File: config.mk
export PLATFORM = sky130hd
export DESIGN_NAME = ncs_regs
export DESIGN_NICKNAME = d
export VERILOG_FILES = /design/src/hdl/ncs_pkg.sv /design/src/hdl/ncs_regs.sv
export SDC_FILE = /design/constraint.sdc
export NUM_CORES = 1
export LEC_CHECK = 0
export BUFFER_PORTS_ARGS = -buffer_cell sky130_fd_sc_hd__buf_2
export CORE_UTILIZATION = 59
export CTS_CLUSTER_SIZE = 10
export DETAILED_ROUTE_END_ITERATION = 10
export GPL_ROUTABILITY_DRIVEN = 0
export PLACE_DENSITY = 0.79
export SLEW_MARGIN = 10
export SYNTH_ARGS = -nofsm -noshare
export SYNTH_HDL_FRONTEND = slang
export SYNTH_SLANG_ARGS = --single-unit
File: constraint.sdc
create_clock -name core_clk -period 3.3 [get_ports core_clk]
set_input_delay 0.66 -clock core_clk [delete_from_list [all_inputs] [get_ports core_clk]]
set_output_delay 0.66 -clock core_clk [all_outputs]
set_load 0.01 [all_outputs]
File: src/hdl/ncs_pkg.sv
// Constants for the mixer oscillator and clock multiplier register slice.
// Assumes a 16-bit register word and an 8-bit register address.
package ncs_pkg;
	localparam int NCS_ADDR_W = 8;
	localparam int NCS_DATA_W = 16;
	localparam int NCS_ACC_W = 32;

	// Register offsets
	localparam logic [7:0] NCS_OFS_PHASE_SHIFT = 8'h12;
	localparam logic [7:0] NCS_OFS_RSVD_A = 8'h13;
	localparam logic [7:0] NCS_OFS_STEP_LOW = 8'h14;
	localparam logic [7:0] NCS_OFS_STEP_HIGH = 8'h15;
	localparam logic [7:0] NCS_OFS_RSVD_B = 8'h16;
	localparam logic [7:0] NCS_OFS_RSVD_C = 8'h17;
	localparam logic [7:0] NCS_OFS_MULT_CTRL = 8'h18;

	// Reset values
	localparam logic [15:0] NCS_RST_PHASE_SHIFT = 16'h0000;
	localparam logic [15:0] NCS_RST_STEP_LOW = 16'h0000;
	localparam logic [15:0] NCS_RST_STEP_HIGH = 16'h0000;
	localparam logic [15:0] NCS_RST_RSVD = 16'h0000;
	// Control bits 15:3 after reset: rsvd 001, clear 0, dsync 1, en 0, rsvd 00, pump 00, presc 001
	localparam logic [12:0] NCS_RST_MULT_CTRL = 13'h0501;

	// Control field positions
	localparam int NCS_BIT_LF_CLEAR = 12;
	localparam int NCS_BIT_DIV_SYNC = 11;
	localparam int NCS_BIT_MULT_EN = 10;
	localparam int NCS_PUMP_HI = 7;
	localparam int NCS_PUMP_LO = 6;
	localparam int NCS_PRESC_HI = 5;
	localparam int NCS_PRESC_LO = 3;
	localparam int NCS_LEVEL_HI = 2;
	localparam int NCS_CTRL_STORE_LO = 3;

	// Pump select codes
	localparam logic [1:0] NCS_PUMP_NONE = 2'h0;
	localparam logic [1:0] NCS_PUMP_SINGLE = 2'h1;
	localparam logic [1:0] NCS_PUMP_UNUSED = 2'h2;
	localparam logic [1:0] NCS_PUMP_DUAL = 2'h3;

	// Prescaler codes
	localparam logic [2:0] NCS_PRESC_CODE_8 = 3'h0;
	localparam logic [2:0] NCS_PRESC_CODE_1 = 3'h1;
	localparam logic [3:0] NCS_PRESC_RATIO_8 = 4'h8;
	localparam logic [3:0] NCS_PRESC_RATIO_1 = 4'h1;
endpackage

File: src/hdl/ncs_regs.sv
// Mixer oscillator and clock multiplier configuration registers with
// the phase accumulator and lookup address generation.
// Assumes a single-cycle register port on core_clk; sync pin and level
// indicator arrive asynchronously; auto-sync enable comes from core_clk logic.
//
// Functional notes
// RULE1: Lookup address is accumulator top plus shift
// RULE2: Phase shift write makes auto-sync when enabled
// RULE3: All mixer values load together on sync
// RULE4: Software writes step halves before phase shift
// RULE5: Step word is 32-bit two's complement
// RULE6: Accumulator adds step each cycle, wraps
// RULE7: Clear bit holds filter; falling edge restarts
// RULE8: Divider sync bit passes sync to dividers
// RULE9: Enable bit runs multiplier, else bypass
// RULE10: Two-bit pump select decode, reset none
// RULE11: Three-bit prescaler ratio decode, reset 001
// RULE12: Low three bits read filter level
// RULE13: Software tunes VCO for level 010-101
// RULE14: Top three bits reserved, reset 001
// RULE15: Reserved registers read zero, no effect
//
// Chosen here: the address-and-strobe port.
`timescale 1ns/1ps
`default_nettype none
module ncs_regs
	import ncs_pkg::*;
(
	// Clock and reset
	input wire logic core_clk,
	input wire logic srst,
	// Register port
	input wire logic [NCS_ADDR_W-1:0] reg_addr,
	input wire logic [NCS_DATA_W-1:0] reg_wdata,
	input wire logic reg_wr,
	input wire logic reg_rd,
	output logic [NCS_DATA_W-1:0] reg_rdata,
	// Mixer auto-sync enable from elsewhere in the map
	input wire logic mixer_autosync_config,
	// Asynchronous inputs
	input wire logic sync_in,
	input wire logic [2:0] lf_level_in,
	// Mixer outputs
	output logic [15:0] nco_lookup_addr,
	output logic nco_load_pulse,
	// Clock multiplier outputs
	output logic lf_clear,
	output logic mult_restart,
	output logic ndiv_sync,
	output logic mult_enable,
	output logic mult_bypass,
	output logic pump_single,
	output logic pump_dual,
	output logic [3:0] presc_ratio
);

	function automatic logic [3:0] presc_decode(input logic [2:0] code);
		if (code == NCS_PRESC_CODE_8)
			presc_decode = NCS_PRESC_RATIO_8;
		else if (code == NCS_PRESC_CODE_1)
			presc_decode = NCS_PRESC_RATIO_1;
		else
			presc_decode = {1'b0, code};
	endfunction

	function automatic logic wr_hit(input logic wr, input logic [NCS_ADDR_W-1:0] a, input logic [7:0] ofs);
		wr_hit = wr && (a == ofs);
	endfunction

	logic [15:0] phase_shift_reg;
	logic [15:0] step_low_reg;
	logic [15:0] step_high_reg;
	logic [12:0] ctrl_reg;
	logic [15:0] phase_active_reg;
	logic [31:0] step_active_reg;
	logic [31:0] acc_reg;
	logic sync_pend_reg;
	logic sync_s1_reg;
	logic sync_s2_reg;
	logic sync_s3_reg;
	logic [2:0] lvl_s1_reg;
	logic [2:0] lvl_s2_reg;
	logic ctrl_clear_prev_reg;
	logic [15:0] rdata_next;

	// Software-visible registers
	always_ff @(posedge core_clk) begin
		if (srst) begin
			phase_shift_reg <= NCS_RST_PHASE_SHIFT;
			step_low_reg <= NCS_RST_STEP_LOW;
			step_high_reg <= NCS_RST_STEP_HIGH;
			ctrl_reg <= NCS_RST_MULT_CTRL; // RULE14
		end else begin
			if (wr_hit(reg_wr, reg_addr, NCS_OFS_PHASE_SHIFT))
				phase_shift_reg <= reg_wdata;
			if (wr_hit(reg_wr, reg_addr, NCS_OFS_STEP_LOW))
				step_low_reg <= reg_wdata;
			if (wr_hit(reg_wr, reg_addr, NCS_OFS_STEP_HIGH))
				step_high_reg <= reg_wdata;
			// Level bits are not stored, so writes to them vanish
			if (wr_hit(reg_wr, reg_addr, NCS_OFS_MULT_CTRL))
				ctrl_reg <= reg_wdata[15:NCS_CTRL_STORE_LO]; // RULE12 RULE14
		end
	end

	// Auto-sync request, applied one edge after the phase shift write
	always_ff @(posedge core_clk) begin
		if (srst)
			sync_pend_reg <= 1'b0;
		else
			sync_pend_reg <= wr_hit(reg_wr, reg_addr, NCS_OFS_PHASE_SHIFT) && mixer_autosync_config; // RULE2
	end

	// Active mixer settings change only together
	always_ff @(posedge core_clk) begin
		if (srst) begin
			phase_active_reg <= NCS_RST_PHASE_SHIFT;
			step_active_reg <= {NCS_RST_STEP_HIGH, NCS_RST_STEP_LOW};
		end else if (sync_pend_reg) begin
			phase_active_reg <= phase_shift_reg; // RULE3
			step_active_reg <= {step_high_reg, step_low_reg}; // RULE3 RULE5
		end
	end

	// Unsigned add of a two's complement step gives the signed wrap for free
	always_ff @(posedge core_clk) begin
		if (srst)
			acc_reg <= 32'h0000_0000;
		else
			acc_reg <= acc_reg + step_active_reg; // RULE6 RULE5
	end

	always_ff @(posedge core_clk) begin
		if (srst)
			nco_lookup_addr <= 16'h0000;
		else
			nco_lookup_addr <= acc_reg[31:16] + phase_active_reg; // RULE1
	end

	always_ff @(posedge core_clk) begin
		if (srst)
			nco_load_pulse <= 1'b0;
		else
			nco_load_pulse <= sync_pend_reg;
	end

	// Pin synchronisers; s3 is only the edge-detect history
	always_ff @(posedge core_clk) begin
		if (srst) begin
			sync_s1_reg <= 1'b0;
			sync_s2_reg <= 1'b0;
			sync_s3_reg <= 1'b0;
			lvl_s1_reg <= 3'h0;
			lvl_s2_reg <= 3'h0;
		end else begin
			sync_s1_reg <= sync_in;
			sync_s2_reg <= sync_s1_reg;
			sync_s3_reg <= sync_s2_reg;
			// Multi-bit level may tear for a cycle; it is a slow indicator
			lvl_s1_reg <= lf_level_in;
			lvl_s2_reg <= lvl_s1_reg;
		end
	end

	always_ff @(posedge core_clk) begin
		if (srst)
			ndiv_sync <= 1'b0;
		else
			ndiv_sync <= ctrl_reg[NCS_BIT_DIV_SYNC - NCS_CTRL_STORE_LO] && sync_s2_reg && !sync_s3_reg; // RULE8
	end

	// Loop filter clear level and restart on its falling edge
	always_ff @(posedge core_clk) begin
		if (srst) begin
			ctrl_clear_prev_reg <= 1'b0;
			lf_clear <= 1'b0;
			mult_restart <= 1'b0;
		end else begin
			ctrl_clear_prev_reg <= ctrl_reg[NCS_BIT_LF_CLEAR - NCS_CTRL_STORE_LO];
			lf_clear <= ctrl_reg[NCS_BIT_LF_CLEAR - NCS_CTRL_STORE_LO]; // RULE7
			mult_restart <= ctrl_clear_prev_reg && !ctrl_reg[NCS_BIT_LF_CLEAR - NCS_CTRL_STORE_LO]; // RULE7
		end
	end

	// Multiplier mode decode
	always_ff @(posedge core_clk) begin
		if (srst) begin
			mult_enable <= 1'b0;
			mult_bypass <= 1'b1;
			pump_single <= 1'b0;
			pump_dual <= 1'b0;
			presc_ratio <= NCS_PRESC_RATIO_1;
		end else begin
			mult_enable <= ctrl_reg[NCS_BIT_MULT_EN - NCS_CTRL_STORE_LO]; // RULE9
			mult_bypass <= !ctrl_reg[NCS_BIT_MULT_EN - NCS_CTRL_STORE_LO]; // RULE9
			// Unused code drives no pump
			pump_single <= ctrl_reg[NCS_PUMP_HI - NCS_CTRL_STORE_LO -: 2] == NCS_PUMP_SINGLE; // RULE10
			pump_dual <= ctrl_reg[NCS_PUMP_HI - NCS_CTRL_STORE_LO -: 2] == NCS_PUMP_DUAL; // RULE10
			presc_ratio <= presc_decode(ctrl_reg[NCS_PRESC_HI - NCS_CTRL_STORE_LO -: 3]); // RULE11
		end
	end

	// Read mux; reserved and unmapped words read zero
	always_comb begin
		rdata_next = 16'h0000;
		unique case (reg_addr)
			NCS_OFS_PHASE_SHIFT: rdata_next = phase_shift_reg;
			NCS_OFS_STEP_LOW: rdata_next = step_low_reg;
			NCS_OFS_STEP_HIGH: rdata_next = step_high_reg;
			NCS_OFS_MULT_CTRL: rdata_next = {ctrl_reg, lvl_s2_reg}; // RULE12
			NCS_OFS_RSVD_A, NCS_OFS_RSVD_B, NCS_OFS_RSVD_C: rdata_next = NCS_RST_RSVD; // RULE15
			default: rdata_next = 16'h0000;
		endcase
	end

	always_ff @(posedge core_clk) begin
		if (srst)
			reg_rdata <= 16'h0000;
		else if (reg_rd)
			reg_rdata <= rdata_next;
		else
			reg_rdata <= 16'h0000;
	end
endmodule // ncs_regs
`default_nettype wire

==> metrics, run 1 <==
fmax 361.0 MHz; most frequent cells in the layout dfxtp_1, nand2_1, a21oi_1, nor2_1, buf_2; post-synthesis async set-or-reset flop share 0%; Setup Buffers After CTS 0; share of the synthesized area in the top cell type 44.89%; worst skew pair latency 0.43 ns; CP Class register to register; Worst IR Drop VDD 0.3190 mV; Max Transition Viols Final 0; maxcap violations 0; row count 44; CP required 3.61 ns; status finished, final reports clean; core area 0.01448 mm²; clk sink count 195; 1st-pass router iterations 10; Worst Path Max Fanout 4; Worst-path clk slew 0.06 ns; Tmin final 2.770 ns; CTS buffer count 17; first-pass GRT wire length 32.34 mm; Rel. slew slack 47.55%; total power 4.517 mW; hpwl dp 14.63 mm; largest net degree at the start of global routing 86; Die ar. 0.01523 mm²; htree depth 4; Final Hold Fails 0; Mapped Area 0.008697 mm²; Final setup viols 0; cts-stage hold buffer count 0; crit share post-route 83.95%; total grt overflow 0; IO Pins 77; GRT Resource Usage Total 27.91%; pwr/cell area 462.7 mW/mm²; Post-synth EDFFs 0; TritonCTS clock tree done; DRT antenna net count 0; share of cells above drive strength 1 12.72%; commonest non-fill, non-tap cell in the layout dfxtp_1; library cells used by synthesis 72; top post-synthesis cells by area dfxtp_1, nand2_1, ha_1, a21oi_1, mux2i_1; via count 7272; Post-Route WL 20.45 mm; register bit total from synthesis 195; vias in the first global route 6410; critical path data arrival time 3.08 ns; top cell type by total area after synthesis dfxtp_1; CP peak stage delay 0.56 ns; port bufs 76; worst hold path type register to register; initial antenna violation count 0; # fillers 1172; Avg Cell Area, Syn 8.893 µm²; Slew @ Worst Pin 0.7670 ns; clk buf depth 2; Leak 3.886 nW; Layout area overhead 12.26%; vias per cell 5.912; Post-Syn Nets 1059; 1st-iter DRT viols 688; crit-path cells ha_1, fa_1, a21oi_1, o21ai_2, a41oi_1, a2111oi_2, nor2_1, o31ai_2, mux2_1; Ant. Diodes 0; Synth Flop Type dfxtp_1; die height 123.4 µm; clock root buffer clkbuf_16; DRC viols 0; yosys warns 0; Post-Syn Instances 978; # resized after CTS 0; routed length per instance 16.63 µm; fin nets 1116; Setup Total Neg Slack 0 ns; crit start category register; Initial Util 60.07%; Clock Skews 0.007102 ns; Slowest cell on crit path a2111oi_2; register area share after synthesis 44.89%; unrepaired setup endpoints after global routing false; Die Wd 123.4 µm; Worst Setup End Kind register
[cells in the mapped netlist, types with 2 or more instances]
cell,n
nor3_1,16
a211oi_1,7
mux2i_1,49
inv_1,11
a21o_2,2
o31a_1,2
nor2_1,101
nand2_1,165
o21ai_0,18
o31ai_1,3
buf_4,2
a222oi_1,16
nor2b_1,22
xor2_1,12
or3_1,4
nand2b_1,4
ha_1,46
clkbuf_1,38
nor3b_1,5
or4_1,2
o211ai_1,2
nand4b_1,2
xnor2_1,17
nand4_1,8
nor3_2,3
o21a_1,12
nand3b_1,3
and3_1,3
a21oi_1,111
fa_1,2
buf_2,8
a21boi_0,2
o211a_1,2
a31oi_1,4
and2_1,6
a21o_1,16
and3b_1,4
o21bai_1,5
nand3_1,11
dfxtp_1,195
o21ai_1,6
[per-stage QoR]
stage               utilization (%)  hold slack [ns]  setup slack [ns]  area (µm²)  std cells
finish                        67.43           0.4353            0.5296        9763       1230
global route                  67.43           0.4515            0.2938        9763       1230
CTS                           67.43           0.4337            0.5451        9763       1230
detailed placement            63.49           0.4239            0.4744        9193       1200
global placement              63.49           0.4209            0.5535        9193       1200
floorplan                         -           0.4042            0.9003        8697        978
[per-layer routing]
layer	global-route usage [%]	part of all wire (%)	vias up
met2	43.68	46	280
met1	36.60	44	3393
li1	-	-	3550
met4	10.62	2.5	0
met5	0	0	-
met3	7.565	7.0	49
[critical path: cells and delay by family (launching register included)]
kind,cells,cell delay (ns)
AOI/OAI and AO/OA,5,1.36
adders and majority gates,2,0.45
DFF,1,0.34
muxes,1,0.34
and+or+nand+nor,1,0.17
[cell type report]
class / count / area (µm²) / share of cell area [%]
multi-input cells: 722 / 4539 / 46.49
flip-flops and latches: 195 / 3905 / 40.00
clock buffers: 25 / 495.5 / 5.075
repair buffers: 88 / 476.7 / 4.883
well taps: 184 / 230.2 / 2.358
clock inverters: 5 / 75.07 / 0.7689
inverters: 11 / 41.29 / 0.4229
[final timing paths]
kind                      start             to  slack (ns)  cells after the start
max          step_active_reg[0]    acc_reg[24]        0.53                      9
min               lvl_s1_reg[0]  lvl_s2_reg[0]        0.44                      1
max reg2reg  step_active_reg[0]    acc_reg[24]        0.53                      9
min reg2reg       lvl_s1_reg[0]  lvl_s2_reg[0]        0.44                      1
[power breakdown]
| group | internal [mW] | switching (mW) |
|---|---|---|
| Clock | 1.19 | 0.829 |
| Sequential | 2.37 | 0.00894 |
| Combinational | 0.0424 | 0.0843 |
[logic make-up (layout without fill, tap and decap cells)]
group,Yosys count,after routing,share of synthesized area [%]
compound gates,226,226,17.19
xor+xnor,29,29,2.920
simple gates,368,368,19.11
fa+ha+maj,48,48,7.078
mux,51,51,5.898
flops,195,195,44.89
buf+inv,61,129,2.920
Power figures use the tool's default switching activity.
==> run 2: changes to the inputs <==
--- a/config.mk
+++ b/config.mk
@@ -5,12 +5,13 @@
 export SDC_FILE = /design/constraint.sdc
 export NUM_CORES = 1
 export LEC_CHECK = 0
+export ABC_AREA = 1
 export BUFFER_PORTS_ARGS = -buffer_cell sky130_fd_sc_hd__buf_2
-export CORE_UTILIZATION = 59
+export CORE_UTILIZATION = 60
 export CTS_CLUSTER_SIZE = 10
 export DETAILED_ROUTE_END_ITERATION = 10
 export GPL_ROUTABILITY_DRIVEN = 0
-export PLACE_DENSITY = 0.79
+export PLACE_DENSITY = 0.8
 export SLEW_MARGIN = 10
 export SYNTH_ARGS = -nofsm -noshare
 export SYNTH_HDL_FRONTEND = slang
==> constraint.sdc (replaced) <==
create_clock -name core_clk -period 2.8 [get_ports core_clk]
set_input_delay 0.56 -clock core_clk [delete_from_list [all_inputs] [get_ports core_clk]]
set_output_delay 0.56 -clock core_clk [all_outputs]
set_load 0.01 [all_outputs]
==> run 2 against run 1 <==
Effect of this change:
- sequential power rose by 17%
- via count is 22% higher
- register-to-register slack improved by 0.12 ns
- sequential share of layout area fell by 2.7 points
- routed wire length is 20% higher
- worst hold slack worse by 0.12 ns
- die area is 5.9% higher
==> metrics, run 2 <==
Final Hold Fails 0; vias per cell 5.481; # fillers 1269; register bit total from synthesis 195; CP most frequent cell nand3_1; CP required 3.14 ns; GRT Resource Usage Total 31.55%; Layout area overhead 11.77%; Final setup viols 0; Post-Syn Nets 1438; sequential fraction of design power 52.0%; Worst IR Drop VDD 0.4601 mV; share of the synthesized area in the top cell type 41.63%; total grt overflow 0; die height 127.0 µm; TritonCTS clock tree done; Setup Buffers After CTS 0; Leak 5.032 nW; largest net degree at the start of global routing 113; maxcap violations 0; yosys warns 0; Ant. Diodes 0; CP peak stage delay 0.48 ns; library cells used by synthesis 29; cts-stage hold buffer count 0; CP Class register to register; vias in the first global route 7950; Slew @ Worst Pin 0.7886 ns; Mapped Area 0.009376 mm²; core area 0.01520 mm²; most frequent cells in the layout nand2_1, inv_1, dfxtp_1, a21oi_1, o21ai_0; commonest non-fill, non-tap cell in the layout nand2_1; Clock Skews 0.009615 ns; DRT antenna net count 0; Initial Util 61.68%; Synth top cells by count nand2_1, inv_1, dfxtp_1; row count 45; Die Wd 127.0 µm; sw frac 24.73%; Int Power 4.025 mW; Post-synth EDFFs 0; total power 5.348 mW; status finished, final reports clean; routed wl met3 1.595 mm; top post-synthesis cells by area dfxtp_1, nand2_1, a21oi_1, o21ai_0, inv_1; Max Transition Viols Final 0; worst skew pair latency 0.44 ns; unrepaired setup endpoints after global routing false; Worst Setup End Kind register; Post-Route WL 24.52 mm; Buf+Inv Stages, Crit Path 0; Rel. slew slack 47.43%; crit share post-route 76.82%; Met1 Routed Length 10.86 mm; CTS buffer count 17; Tmin final 2.151 ns; post-synthesis async set-or-reset flop share 0%; DRC viols 0; crit-path cells ha_1, fa_1, nand3_1, nand3_1, nand3_1, nand3_1, nand2_1, nand3_1, nand2_1, nor2_1; # resized after CTS 0; Clk pwr share 45.2%; Die ar. 0.01613 mm²; share of cells above drive strength 1 8.626%; pwr/cell area 510.3 mW/mm²; Max Used Layer met4; clock root buffer clkbuf_16; via count 8847; crit start category register; Worst-path clk slew 0.08 ns; Avg Cell Area, Syn 6.910 µm²; Slowest cell on crit path fa_1; Post-Syn Instances 1357; IO Pins 77; critical path data arrival time 2.49 ns; 1st-iter DRT viols 861; port bufs 76; most frequent cell after synthesis nand2_1; Synth Flop Type dfxtp_1; fmax 464.9 MHz; routed length per instance 15.19 µm; routed wl met2 11.29 mm; initial antenna violation count 0; first-pass GRT wire length 39.74 mm; top cell type by total area after synthesis dfxtp_1; clk buf depth 2; NetSw 1.323 mW; fin nets 1494; Setup Total Neg Slack 0 ns; 1st-pass router iterations 5; worst hold path type primary input to register; Gate power share 2.7%; register area share after synthesis 41.63%; clk sink count 195; Worst Path Max Fanout 5; htree depth 4; hpwl dp 17.79 mm; kind of cell adding the most delay to the critical path simple AND/OR/NAND/NOR gates
## run 2: changes by cell type in the layout (fill, tap and decap cells not counted), sizes merged, moves of 8 or more
cell / change
a211oi: -8
nor2b: -22
mux2i: -49
xor2: -11
o21a: -10
a21o: -16
a21oi: +60
xnor2: -14
a222oi: -16
nand3: +74
nand2: +103
inv: +197
nor2: +30
o21ai: +135
## run 2: logic make-up after synthesis
group / after synthesis / synth area share [%]
flops: 195 / 41.63
simple gates: 513 / 22.47
compound gates: 344 / 18.67
xor+xnor: 4 / 0.3737
buf+inv: 253 / 10.29
fa+ha+maj: 48 / 6.565
## run 2: per-layer routing
metal,up-vias,GRT usage [%]
met4,0,12.82
met1,3971,41.61
met5,-,0
met3,56,5.151
met2,312,51.68
li1,4508,-
## run 2: final timing paths
| kind | from | end | slack [ns] | cells past startpoint |
|---|---|---|---|---|
| hold reg to reg | sync_s3_reg | ndiv_sync | 0.40 | 1 |
| setup reg to reg | step_active_reg[0] | acc_reg[28] | 0.65 | 10 |
| setup / recovery | step_active_reg[0] | acc_reg[28] | 0.65 | 10 |
| hold / removal | lf_level_in[1] | lvl_s1_reg[1] | 0.32 | 3 |
## run 2: final cells by class
class / count / area (µm²) / share of cell area [%]
inverter: 203 / 763.2 / 7.283
tap: 188 / 235.2 / 2.245
clock buffer: 18 / 429.2 / 4.095
clock inverter: 14 / 163.9 / 1.564
timing repair buffer: 87 / 475.5 / 4.537
sequential: 195 / 3905 / 37.26
multi-input combinational: 909 / 4508 / 43.02
## run 2: power by group through the flow
| stage | clock, mW | sequential (mW) | combinational, mW |
|---|---|---|---|
| 3_5_place_dp | 0 | 2.85 | 0.141 |
| 2_1_floorplan | 0 | 2.85 | 0.0754 |
| 3_3_place_gp | 0 | 2.85 | 0.140 |
| 4_1_cts | 2.43 | 2.78 | 0.142 |
| 6_report | 2.42 | 2.78 | 0.145 |
| 5_1_grt | 2.55 | 2.78 | 0.160 |
## run 2: stage by stage
stage,utilization [%],hold WS [ns],setup WS (ns),std cells,instance area (µm²)
3_5_place_dp,65.04,0.3881,0.4970,1582,9887
3_3_place_gp,65.04,0.3827,0.5775,1582,9887
2_1_floorplan,-,0.3727,1.077,1357,9376
4_1_cts,68.94,0.3075,0.6681,1614,10480
5_1_grt,68.94,0.3119,0.5040,1614,10480
6_report,68.94,0.3170,0.6490,1614,10480
## run 2: worst min-delay path: stages
cell,delay [ns]
buf_2,0.09
inv_1,0.04
nor2_1,0.03
==> run 3: changes to the inputs <==
--- a/config.mk
+++ b/config.mk
@@ -7,11 +7,11 @@
 export LEC_CHECK = 0
 export ABC_AREA = 1
 export BUFFER_PORTS_ARGS = -buffer_cell sky130_fd_sc_hd__buf_2
-export CORE_UTILIZATION = 60
+export CORE_UTILIZATION = 54
 export CTS_CLUSTER_SIZE = 10
 export DETAILED_ROUTE_END_ITERATION = 10
 export GPL_ROUTABILITY_DRIVEN = 0
-export PLACE_DENSITY = 0.8
+export PLACE_DENSITY = 0.76
 export SLEW_MARGIN = 10
 export SYNTH_ARGS = -nofsm -noshare
 export SYNTH_HDL_FRONTEND = slang
==> constraint.sdc (replaced) <==
create_clock -name core_clk -period 1.7 [get_ports core_clk]
set_input_delay 0.34 -clock core_clk [delete_from_list [all_inputs] [get_ports core_clk]]
set_output_delay 0.34 -clock core_clk [all_outputs]
set_load 0.01 [all_outputs]
==> run 3 against run 2 <==
Effect of this change:
- the flow now finishes with violations (negative setup slack)
- fmax is 17% higher
- die area increased by 11%
- via count up 7.4%
- critical endpoint is now acc_reg[20]
- sequential power rose by 65%
- sequential share of layout area fell by 4.2 points
- final cell count increased by 5.7%
- flip-flop and latch count unchanged
==> metrics, run 3 (synthesis gave the netlist of run 2 again) <==
initial antenna violation count 0; share of cells above drive strength 1 25.50%; IO Pins 77; row count 47; Ant. Diodes 0; Die Wd 133.8 µm; core area 0.01676 mm²; routed length per instance 16.72 µm; vias per cell 5.570; worst skew pair latency 0.45 ns; pwr/cell area 752.9 mW/mm²; crit start category register; Final Hold Fails 0; Int Power 6.820 mW; DRC viols 0; Tmin final 1.834 ns; Slowest cell on crit path dfxtp_2; fmax 545.2 MHz; r2r worst-path depth 13; Clk pwr share 46.2%; crit-path cells ha_4, nand2_1, nand2_1, buf_4, inv_1, nand2_1, nand2_1, nand3_4, nand2_2, nand2_2, nand2_1, nand2_1, nor2_1; clock root buffer clkbuf_16; sequential fraction of design power 50.9%; DRT antenna net count 0; NetSw 2.189 mW; failing checks negative setup slack; worst reg2reg path endpoint acc_reg[20]; sw frac 24.30%; vias in the first global route 8658; maxcap violations 0; Slew @ Worst Pin 0.6099 ns; Worst IR Drop VDD 0.9036 mV; Die ar. 0.01789 mm²; Layout area overhead 27.61%; Rel. slew slack 59.24%; largest net degree at the start of global routing 84; CP peak stage delay 0.35 ns; Hold Path Sink lvl_s1_reg[1]; most frequent cells in the layout nand2_1, inv_1, a21oi_1, dfxtp_1, o21ai_0; hpwl dp 18.99 mm; Crit Reg-Reg Startpoint step_active_reg[7]; status finished with violations; fin nets 1554; CP required 2.08 ns; first-pass GRT wire length 42.95 mm; HP Start lf_level_in[1]; Final setup viols 6; unrepaired setup endpoints after global routing true; 1st-iter DRT viols 1000; CP most frequent cell nand2_1; htree depth 4; Gate power share 2.9%; Max Transition Viols Final 0; Clock Skews 0.01247 ns; die height 133.8 µm; CTS buffer count 17; CP Class register to register; critical path data arrival time 2.21 ns; commonest non-fill, non-tap cell in the layout nand2_1; Worst Setup End Kind register; clk buf depth 2; via count 9503; Worst Path Max Fanout 5; Post-Route WL 28.53 mm; worst hold path depth 3; Worst-path clk slew 0.08 ns; crit share post-route 107.9%; GRT Resource Usage Total 30.85%; total grt overflow 0; Setup Total Neg Slack -0.4514 ns; crit path launch step_active_reg[7]; worst hold path type primary input to register; Leak 5.566 nW; TritonCTS clock tree done; total power 9.009 mW; post-route worst setup slack -0.1342 ns; clk sink count 195; Initial Util 55.95%; 1st-pass router iterations 7; R2R setup slack -0.13 ns; port bufs 76
==> run 3: cell count changes in the layout (fill, tap and decap cells not counted), sizes merged <==
cell,change
clkinv,-1
clkinvlp,-1
buf,+60
inv,+1
bufinv,+1
==> run 3: how the worst max path moves through the flow <==
stage / slack (ns) / depth (start not counted) / end
floorplan: 0.04 / 10 / acc_reg[28]
global placement: -0.20 / 9 / acc_reg[25]
detailed placement: -0.25 / 9 / acc_reg[25]
CTS: -0.007 / 9 / acc_reg[31]
global route: -0.33 / 13 / acc_reg[20]
finish: -0.13 / 13 / acc_reg[20]
==> run 3: area by class of cell <==
cell class              count  area, µm²
multi-input cells         909       5340
clock inverters            14      177.7
inverters                 203      763.2
clock buffers              18      439.2
flip-flops and latches    195       3956
well taps                 220      275.3
fillers                  1253       4795
repair buffers            147       1013
==> run 3: repair_timing <==
action,4_1_cts,5_1_grt
buffers inserted,3,4
endpoints found under the hold margin,0,0
hold buffers,0,0
setup endpoints to repair,25,34
resized for setup,79,137
pin swaps,16,19
==> run 3: power groups by stage <==
stage	clock network, mW	registers [mW]	logic (mW)
finish	4.17	4.58	0.262
detailed placement	0	4.69	0.249
floorplan	0	4.69	0.124
global placement	0	4.69	0.246
CTS	4.18	4.58	0.252
global route	4.40	4.58	0.281
==> run 3: worst max-delay path: cells and delay by family (launching register included) <==
family	cells	cell delay, ns
and+or+nand+nor	10	0.89
buffers and inverters	2	0.24
adders and majority gates	1	0.27
DFF	1	0.35
==> run 3: through the flow <==
step / util, % / instances / hold WS [ns] / area, µm² / worst slack (ns)
2_1_floorplan: - / 1357 / 0.3727 / 9379 / 0.04167
3_3_place_gp: 62.14 / 1667 / 0.3797 / 10420 / -0.2042
6_report: 71.39 / 1706 / 0.08986 / 11970 / -0.1342
5_1_grt: 71.39 / 1706 / 0.09878 / 11970 / -0.3276
4_1_cts: 68.56 / 1702 / 0.09309 / 11490 / -0.006819
3_5_place_dp: 62.14 / 1667 / 0.3860 / 10420 / -0.2470
==> run 3: routing by layer <==
metal  vias up  wire length [µm]  global-route usage, %  part of all wire (%)
met5         -                33                      0                  0.12
met4         2              1660                  15.09                   5.8
met3       118              2436                  6.954                   8.5
met2       509             13060                  50.58                    46
met1      4249             11340                  38.22                    40
li1       4625                 -                      -                     -
